$ cat src/dmode_pkg.sv
/*
 * Constants for the display mode control register bank: register offset,
 * field positions, reset values and pixel path widths.
 * Assumes a single core clock domain; included by import only.
 */
package dmode_pkg;

	// ------------------------------------------------------------------
	// Register map
	// ------------------------------------------------------------------
	localparam int          ADDR_W        = 12;
	localparam int          REG_W         = 16;
	localparam logic [11:0] OFS_DMODE0    = 12'h830;
	localparam logic [11:0] OFS_OVL1_YPOS = 12'h84E; // Not in this block
	localparam logic [15:0] DMODE0_RST    = 16'h0000;

	// ------------------------------------------------------------------
	// Field positions of display_mode_setting_0
	// ------------------------------------------------------------------
	localparam int BIT_HDBL      = 15;
	localparam int BIT_MAN_SEL   = 13;
	localparam int BIT_BUF_STAT  = 12;
	localparam int BIT_MODE_HI   = 10;
	localparam int BIT_MODE_LO   = 8;
	localparam int BIT_SWRST     = 7;
	localparam int BIT_BLANK     = 6;
	localparam int BIT_INVERT    = 5;
	localparam int BIT_RSVD      = 4;
	localparam int BIT_OUT_STAT  = 2;
	localparam int BIT_OUT_EN    = 0;

	// ------------------------------------------------------------------
	// Field encodings
	// ------------------------------------------------------------------
	localparam logic [2:0] MODE_MAIN      = 3'h0;
	localparam logic [2:0] MODE_OVL1      = 3'h1;
	localparam logic [2:0] MODE_OVL2      = 3'h2;
	localparam logic [2:0] MODE_BOTH      = 3'h3;
	localparam logic [1:0] SRC_SPRITE     = 2'h0;
	localparam logic       RSVD_RST       = 1'h0;

	// ------------------------------------------------------------------
	// Pixel path widths
	// ------------------------------------------------------------------
	localparam int DATA_W = 24;
	localparam int CTRL_W = 3;

endpackage : dmode_pkg

$ cat src/pix_if.sv
/*
 * Carrier between the register bank and the pixel shaper.
 * Assumes both ends run on the same core clock.
 */
`timescale 1ns/1ps
interface pix_if;
	import dmode_pkg::*;

	logic              oe;       // Output enabled and not in reset
	logic              blank;    // Force data low
	logic              invert;   // Invert data
	logic              dbl;      // Horizontal doubling active
	logic              de;       // Data enable of incoming pixel
	logic [DATA_W-1:0] din;      // Incoming pixel
	logic [DATA_W-1:0] dout;     // Shaped pixel, registered

	modport ctl (output oe, blank, invert, dbl, de, din, input dout);
	modport shp (input oe, blank, invert, dbl, de, din, output dout);
endinterface : pix_if

$ cat src/lcd_display_mode_control.sv
/*
 * Display mode control register with its pixel output stage: window
 * composition decode, buffer selection, blank, invert, doubling,
 * output enable and a self-clearing software reset.
 * Assumes all inputs come from logic on core_clk; the register port is
 * a plain strobe port with read data one cycle after the read strobe.
 */
// Notes on behaviour
// Doubling bit doubles pixels, only with YUV
// Manual bit picks front or back buffer
// Manual bit ignored under double buffering
// Status bit shows displayed buffer
// Status valid under double buffering only for sprites
// Mode field selects main and overlay windows
// Host changes mode only in non-display period
// Host zeroes first overlay start before disabling
// Writing one resets module, pins and registers
// Writing zero to reset bit does nothing
// Blank forces all data outputs low
// Invert flips data outputs, controls untouched
// Blank takes priority over invert
// Reserved bit four stays zero
// Output status reads one while output active
// Host configures shared pins before enabling
// Output driven only while enable bit set
// Reset bit self-clears, reads zero
`timescale 1ns/1ps
module lcd_display_mode_control
	import dmode_pkg::*;
(
	input  wire logic              core_clk,    // Core clock, 250 MHz
	input  wire logic              arst_n,      // Async reset, active low
	input  wire logic [ADDR_W-1:0] reg_addr,    // Register byte address
	input  wire logic [REG_W-1:0]  reg_wdata,   // Write data
	input  wire logic              reg_wr,      // Write strobe
	input  wire logic              reg_rd,      // Read strobe
	output logic      [REG_W-1:0]  reg_rdata,   // Read data, next cycle
	input  wire logic              yuv_sel,     // YUV interface selected
	input  wire logic              dbuf_en,     // Double buffering on
	input  wire logic [1:0]        dbuf_src,    // Double buffer source
	input  wire logic              engine_buf,  // Buffer shown by engine
	input  wire logic [DATA_W-1:0] pix_data,    // Pixel data in
	input  wire logic [CTRL_W-1:0] pix_ctrl,    // Control in, [0] is DE
	output logic      [DATA_W-1:0] disp_data,   // Display data out
	output logic      [CTRL_W-1:0] disp_ctrl,   // Display controls out
	output logic                   disp_oe,     // Output enable
	output logic                   buf_shown,   // Buffer being shown
	output logic                   ovl1_en,     // First overlay shown
	output logic                   ovl2_en,     // Second overlay shown
	output logic                   lcd_reset    // Module reset pulse
);

	// ------------------------------------------------------------------
	// Register fields
	// ------------------------------------------------------------------
	logic       hdbl_ff,    nxt_hdbl;
	logic       man_sel_ff, nxt_man_sel;
	logic [2:0] mode_ff,    nxt_mode;
	logic       blank_ff,   nxt_blank;
	logic       invert_ff,  nxt_invert;
	logic       out_en_ff,  nxt_out_en;
	logic       swrst_ff,   nxt_swrst;
	logic       wr_hit;
	logic       rd_hit;

	assign wr_hit = reg_wr && (reg_addr == OFS_DMODE0);
	assign rd_hit = reg_rd && (reg_addr == OFS_DMODE0);

	// Software reset returns every field to default next cycle
	always_comb begin
		nxt_hdbl    = hdbl_ff;
		nxt_man_sel = man_sel_ff;
		nxt_mode    = mode_ff;
		nxt_blank   = blank_ff;
		nxt_invert  = invert_ff;
		nxt_out_en  = out_en_ff;
		nxt_swrst   = 1'b0;
		if (swrst_ff) begin
			nxt_hdbl    = DMODE0_RST[BIT_HDBL];
			nxt_man_sel = DMODE0_RST[BIT_MAN_SEL];
			nxt_mode    = DMODE0_RST[BIT_MODE_HI:BIT_MODE_LO];
			nxt_blank   = DMODE0_RST[BIT_BLANK];
			nxt_invert  = DMODE0_RST[BIT_INVERT];
			nxt_out_en  = DMODE0_RST[BIT_OUT_EN];
		end else if (wr_hit) begin
			nxt_hdbl    = reg_wdata[BIT_HDBL];
			nxt_man_sel = reg_wdata[BIT_MAN_SEL];
			nxt_mode    = reg_wdata[BIT_MODE_HI:BIT_MODE_LO];
			nxt_blank   = reg_wdata[BIT_BLANK];
			nxt_invert  = reg_wdata[BIT_INVERT];
			nxt_out_en  = reg_wdata[BIT_OUT_EN];
			nxt_swrst   = reg_wdata[BIT_SWRST];
		end
	end

	always_ff @(posedge core_clk or negedge arst_n) begin
		if (!arst_n) begin
			hdbl_ff    <= DMODE0_RST[BIT_HDBL];
			man_sel_ff <= DMODE0_RST[BIT_MAN_SEL];
			mode_ff    <= DMODE0_RST[BIT_MODE_HI:BIT_MODE_LO];
			blank_ff   <= DMODE0_RST[BIT_BLANK];
			invert_ff  <= DMODE0_RST[BIT_INVERT];
			out_en_ff  <= DMODE0_RST[BIT_OUT_EN];
			swrst_ff   <= 1'b0;
		end else begin
			hdbl_ff    <= nxt_hdbl;
			man_sel_ff <= nxt_man_sel;
			mode_ff    <= nxt_mode;
			blank_ff   <= nxt_blank;
			invert_ff  <= nxt_invert;
			out_en_ff  <= nxt_out_en;
			swrst_ff   <= nxt_swrst;
		end
	end

	// ------------------------------------------------------------------
	// Decoded state: windows, buffer, output status
	// ------------------------------------------------------------------
	logic       ovl1_ff, nxt_ovl1;
	logic       ovl2_ff, nxt_ovl2;
	logic       buf_ff,  nxt_buf;
	logic       oe_ff,   nxt_oe;

	always_comb begin
		// Reserved mode codes fall back to the main window alone
		case (mode_ff)
			MODE_MAIN: begin
				nxt_ovl1 = 1'b0;
				nxt_ovl2 = 1'b0;
			end
			MODE_OVL1: begin
				nxt_ovl1 = 1'b1;
				nxt_ovl2 = 1'b0;
			end
			MODE_OVL2: begin
				nxt_ovl1 = 1'b0;
				nxt_ovl2 = 1'b1;
			end
			MODE_BOTH: begin
				nxt_ovl1 = 1'b1;
				nxt_ovl2 = 1'b1;
			end
			default: begin
				nxt_ovl1 = 1'b0;
				nxt_ovl2 = 1'b0;
			end
		endcase
		// Engine view is only meaningful when sprites are the source
		if (!dbuf_en)
			nxt_buf = man_sel_ff;
		else if (dbuf_src == SRC_SPRITE)
			nxt_buf = engine_buf;
		else
			nxt_buf = 1'b0;
		nxt_oe = out_en_ff && !swrst_ff;
		if (swrst_ff) begin
			nxt_ovl1 = 1'b0;
			nxt_ovl2 = 1'b0;
		end
	end

	always_ff @(posedge core_clk or negedge arst_n) begin
		if (!arst_n) begin
			ovl1_ff <= 1'b0;
			ovl2_ff <= 1'b0;
			buf_ff  <= 1'b0;
			oe_ff   <= 1'b0;
		end else begin
			ovl1_ff <= nxt_ovl1;
			ovl2_ff <= nxt_ovl2;
			buf_ff  <= nxt_buf;
			oe_ff   <= nxt_oe;
		end
	end

	// ------------------------------------------------------------------
	// Read port
	// ------------------------------------------------------------------
	logic [REG_W-1:0] rdata_ff, nxt_rdata;

	// Reset bit and reserved bit always read zero
	always_comb begin
		nxt_rdata = '0;
		if (rd_hit) begin
			nxt_rdata[BIT_HDBL]                = hdbl_ff;
			nxt_rdata[BIT_MAN_SEL]             = man_sel_ff;
			nxt_rdata[BIT_BUF_STAT]            = buf_ff;
			nxt_rdata[BIT_MODE_HI:BIT_MODE_LO] = mode_ff;
			nxt_rdata[BIT_BLANK]               = blank_ff;
			nxt_rdata[BIT_INVERT]              = invert_ff;
			nxt_rdata[BIT_RSVD]                = RSVD_RST;
			nxt_rdata[BIT_OUT_STAT]            = oe_ff;
			nxt_rdata[BIT_OUT_EN]              = out_en_ff;
		end
	end

	always_ff @(posedge core_clk or negedge arst_n) begin
		if (!arst_n)
			rdata_ff <= '0;
		else
			rdata_ff <= nxt_rdata;
	end

	// ------------------------------------------------------------------
	// Pixel path; controls delayed to match the shaper flop
	// ------------------------------------------------------------------
	pix_if px ();
	logic [CTRL_W-1:0] ctrl_ff, nxt_ctrl;

	assign px.oe     = out_en_ff && !swrst_ff;
	assign px.blank  = blank_ff;
	assign px.invert = invert_ff;
	assign px.dbl    = hdbl_ff && yuv_sel;
	assign px.de     = pix_ctrl[0];
	assign px.din    = pix_data;

	pixel_shaper u_shaper (
		.core_clk (core_clk),
		.arst_n   (arst_n),
		.px       (px.shp)
	);

	// Controls bypass blank and invert, only the enable and software reset gate them
	always_comb begin
		nxt_ctrl = (out_en_ff && !swrst_ff) ? pix_ctrl : '0;
	end

	always_ff @(posedge core_clk or negedge arst_n) begin
		if (!arst_n)
			ctrl_ff <= '0;
		else
			ctrl_ff <= nxt_ctrl;
	end

	assign reg_rdata = rdata_ff;
	assign disp_data = px.dout;
	assign disp_ctrl = ctrl_ff;
	assign disp_oe   = oe_ff;
	assign buf_shown = buf_ff;
	assign ovl1_en   = ovl1_ff;
	assign ovl2_en   = ovl2_ff;
	assign lcd_reset = swrst_ff;
endmodule : lcd_display_mode_control

$ cat src/pixel_shaper.sv
/*
 * Pixel shaper: horizontal doubling, blanking and inversion of the
 * display data, registered once.
 * Assumes the upstream source supplies pixels at half rate while
 * doubling is active; control signals are delayed by the caller.
 */
`timescale 1ns/1ps
module pixel_shaper
	import dmode_pkg::*;
(
	input  wire logic core_clk,   // Core clock
	input  wire logic arst_n,     // Async reset, active low
	pix_if.shp        px          // Pixel carrier
);

	logic              phase_ff;
	logic              nxt_phase;
	logic [DATA_W-1:0] hold_ff;
	logic [DATA_W-1:0] nxt_hold;
	logic [DATA_W-1:0] dout_ff;
	logic [DATA_W-1:0] nxt_dout;
	logic [DATA_W-1:0] src;

	// ------------------------------------------------------------------
	// Next pixel: doubling picks the held copy on odd phase
	// ------------------------------------------------------------------
	always_comb begin
		nxt_phase = phase_ff;
		nxt_hold  = hold_ff;
		if (px.dbl && px.de) begin
			nxt_phase = ~phase_ff;
			if (!phase_ff)
				nxt_hold = px.din;
		end else if (!px.dbl) begin
			nxt_phase = 1'b0;
		end
		src = (px.dbl && phase_ff) ? hold_ff : px.din;
		// Blank wins over invert, so it is tested first
		if (!px.oe)
			nxt_dout = '0;
		else if (px.blank)
			nxt_dout = '0;
		else if (px.invert)
			nxt_dout = ~src;
		else
			nxt_dout = src;
	end

	always_ff @(posedge core_clk or negedge arst_n) begin
		if (!arst_n) begin
			phase_ff <= 1'b0;
			hold_ff  <= '0;
			dout_ff  <= '0;
		end else begin
			phase_ff <= nxt_phase;
			hold_ff  <= nxt_hold;
			dout_ff  <= nxt_dout;
		end
	end

	assign px.dout = dout_ff;

endmodule : pixel_shaper

$ cat config.mk
export PLATFORM = sky130hd
export DESIGN_NAME = lcd_display_mode_control
export DESIGN_NICKNAME = d
export VERILOG_FILES = /design/src/dmode_pkg.sv /design/src/pix_if.sv /design/src/lcd_display_mode_control.sv /design/src/pixel_shaper.sv
export SDC_FILE = /design/constraint.sdc
export NUM_CORES = 1
export LEC_CHECK = 0
export ABC_CLOCK_PERIOD_IN_PS = 2900
export BUFFER_PORTS_ARGS = -buffer_cell sky130_fd_sc_hd__buf_2
export CORE_UTILIZATION = 55
export CTS_BUF_LIST = sky130_fd_sc_hd__clkbuf_4
export DETAILED_ROUTE_END_ITERATION = 16
export PLACE_DENSITY = 0.93
export SLEW_MARGIN = 15
export SYNTH_ARGS = -nofsm -noshare
export SYNTH_HDL_FRONTEND = slang
export SYNTH_SLANG_ARGS = --single-unit
$ cat constraint.sdc
create_clock -name core_clk -period 2.9 [get_ports core_clk]
set_input_delay 0.435 -clock core_clk [delete_from_list [all_inputs] [get_ports core_clk]]
set_output_delay 0.435 -clock core_clk [all_outputs]
set_load 0.02 [all_outputs]
==> results.md <==
* Status: complete, no violations
* Compound-gate portion of the synthesized area at 0.4388%
* H-tree Lvls at 3
* Min Tclk post-route at 1.945 ns
* Avg Cell Area, Syn at 14.19 um^2
* Layout cells sized above 1 at 42.51%
* Core box area at 0.005507 mm^2
* Setup TNS Final at 0 ns
* Post-synth EDFFs at 0
* I/O pin cnt at 112
* Num CTS Buffers at 9
* Synth cell types at 28
* Final net count at 386
* WL/cell at 15.34 um
* Final period util at 67.05%
* Row count at 27
* CP startpoint kind: flop
* Worst slew pin tran at 0.9777 ns
* Switching share of power at 22.94%
* Max-cap violations at 0
* Critical Path Fanout Max at 25
* Count leader, synth: dfrtp_1
* Mux share of post-synthesis cell area at 26.65%
* Pins Over Slew Limit at 0
* Setup ws final at 0.9554 ns
* Clock sinks at 75
* Yosys top cell area share at 59.83%
* Die W at 77.52 um
* Post-CTS Setup Inserts at 0
* Critical path class: reg -> reg
* DRT antenna net count at 0
* VDD IR max at 0.0002813 V
* DR DRC count at 0
* First-pass GRT wire length at 9977 um
* Via density per instance at 5.100
* Worst Setup End Kind: flop
* Async S/R FF share, synth at 100.0%
* Slew HR at 34.82%
* CTS hold repair buffers at 0
* PortBufs at 98
* Via count of the routed design at 2035
* Largest net degree at the start of global routing at 76
* Ant diodes at 0
* Synth-to-layout area growth at 23.22%
* Sw Pwr at 495.3 uW
* CTS tree: yes
* Post-CTS resize count at 0
* Design Area, Final at 0.003865 mm^2
* Mapped Area at 0.003137 mm^2
* Reg power frac at 53.3%
* Worst Path Required at 3.19 ns
* Final Core Density at 70.19%
* First-pass iteration count of the detailed router at 4
* Clock tree buffer depth at 2
* Placement Setup Slack at 0.7369 ns
* Post-synthesis register bit count at 75
* Leakage Power at 2.186 nW
* Gate power share at 9.9%
* Sequential-to-total area share from yosys stat at 59.83%
* # setup viols final at 0
* Final hold viol count at 0
* Largest family of logic cells by synthesized area: multiplexers
* Int Power at 1.664 mW
* Clock root buffer: clkbuf_4
* Post-Synth Adder-Cell Area at 0%
* GPL Wtd Cong at 0.7410
* Synth top area cells: dfrtp_1 60%, mux2i_1 18%, mux2_2 6.1%, nand2b_1 3.0%, and2_1 2.6%
* Overall Global Routing Usage at 22.37%
* Simple-gate share of the synthesized area at 9.932%
* Clock Pin Slew Worst Setup and Hold Paths at 0.12 ns
* Synth Area in XOR/XNOR at 0%
* Worst EP arrival at 2.23 ns
* Die Y at 77.52 um
* Starting Density at 56.96%
* Iter 0 DRT Violations at 96
* Dpl cell area at 0.003682 mm^2
* Die area at 0.006009 mm^2
* Vias in the first global route at 2130
* Total routed wirelength at 6122 um
* RSZ-0062 raised after global routing: false
* Hold/Removal Path Class: in -> async
* Post-synth top area cell: dfrtp_1
* Clock Power Share at 36.8%
* Most frequent cells after synthesis: 75 x dfrtp_1, 55 x mux2i_1, 17 x mux2_2, 15 x nand2b_1, 13 x and2_1
* Initial antenna violation count at 0
* Gate Count Post-Synth at 221
* Worst-skew pair later-pin latency at 0.40 ns
* Pwr/cell area at 558.8 mW/mm^2
* Synthesis Warnings at 0
* Ys flop type: dfrtp_1
* Total grt overflow at 0
* Clock skew at 0.01631 ns
* Fmax at 0.5142 GHz
-- flip-flops by register name (all words and copies together) (netlist names) --
register	cells
blank_ff	1
buf_shown	1
disp_ctrl	3
disp_oe	1
hdbl_ff	1
invert_ff	1
lcd_reset	1
man_sel_ff	1
mode_ff	3
out_en_ff	1
ovl1_en	1
ovl2_en	1
reg_rdata	10
u_shaper.hold_ff	24
u_shaper.phase_ff	1
u_shaper.px.dout	24
-- per-layer routing --
metal | part of all wire [%] | wire, um | vias to the layer above | GRT usage, %
met2 | 53 | 3239 | 68 | 39.82
met4 | 2.4 | 148 | 0 | 12.45
met1 | 42 | 2545 | 999 | 25.64
li1 | - | - | 957 | -
met5 | 0 | 0 | - | 0
met3 | 3.1 | 188 | 11 | 3.412
-- per-stage QoR --
| stage | std cells | hold slack (ns) | total power, mW |
|---|---|---|---|
| global route | 399 | 0.2040 | 2.251 |
| finish | 399 | 0.1522 | 2.160 |
| floorplan | 226 | 0.1394 | 1.298 |
| global placement | 383 | 0.4559 | 1.368 |
| CTS | 399 | 0.1750 | 2.179 |
| detailed placement | 383 | 0.4627 | 1.387 |
-- logic make-up after synthesis --
logic type	after synthesis
AND/OR/NAND/NOR	44
flip-flops	75
other	1
multiplexers	80
buffers and inverters	19
AO/OA/AOI/OAI	2
-- placed cells by master, fill, tap and decap left out --
master,n
buf_2,97
dfrtp_1,75
mux2i_1,55
mux2_2,17
nand2b_1,15
and2_1,13
clkbuf_4,9
mux2_1,7
conb_1,6
buf_4,4
nor3b_1,3
bufinv_16,3
nor2b_1,2
nand2_1,2
inv_1,2
nand3_2,1
or4b_4,1
nand4bb_1,1
or4_1,1
nor4_2,1
o32ai_1,1
nand3b_1,1
nor4_1,1
nand4b_1,1
inv_2,1
nor4_4,1
mux2_4,1
o21ai_1,1
clkinv_1,1
inv_6,1
clkinvlp_4,1
clkinv_2,1
-- critical path: stages, from the launching register on --
cell	delay (ns)
dfrtp_1	0.41
nand3_2	0.68
mux2i_1	0.48
mux2i_1	0.26
-- worst paths after layout --
path,startpoint,endpoint,slack [ns],cells past startpoint
max,hdbl_ff,u_shaper.px.dout[3],0.96,3
min,arst_n,u_shaper.px.dout[11],0.15,1
max reg2reg,hdbl_ff,u_shaper.px.dout[3],0.96,3
min reg2reg,disp_oe,reg_rdata[2],0.49,1
max in group asynchronous,arst_n,u_shaper.hold_ff[0],2.15,1
min in group core_clk,pix_ctrl[0],u_shaper.phase_ff,0.23,2
-- power by group through the flow --
stage | clock, mW | sequential, mW | combinational (mW)
after floorplan | 0 | 1.16 | 0.139
final | 0.795 | 1.15 | 0.215
after detailed placement | 0 | 1.17 | 0.218
after global placement | 0 | 1.16 | 0.207
after CTS | 0.810 | 1.15 | 0.220
after global routing | 0.857 | 1.16 | 0.235
-- area by class of cell --
type	count	area, um^2
clock inverter	7	115.1
fill	434	1642
sequential	75	1877
inverter	3	11.26
multi-input combinational	132	1189
timing repair buffer	101	515.5
tap	72	90.09
clock buffer	9	67.56
(Power assumes the default switching activity.)
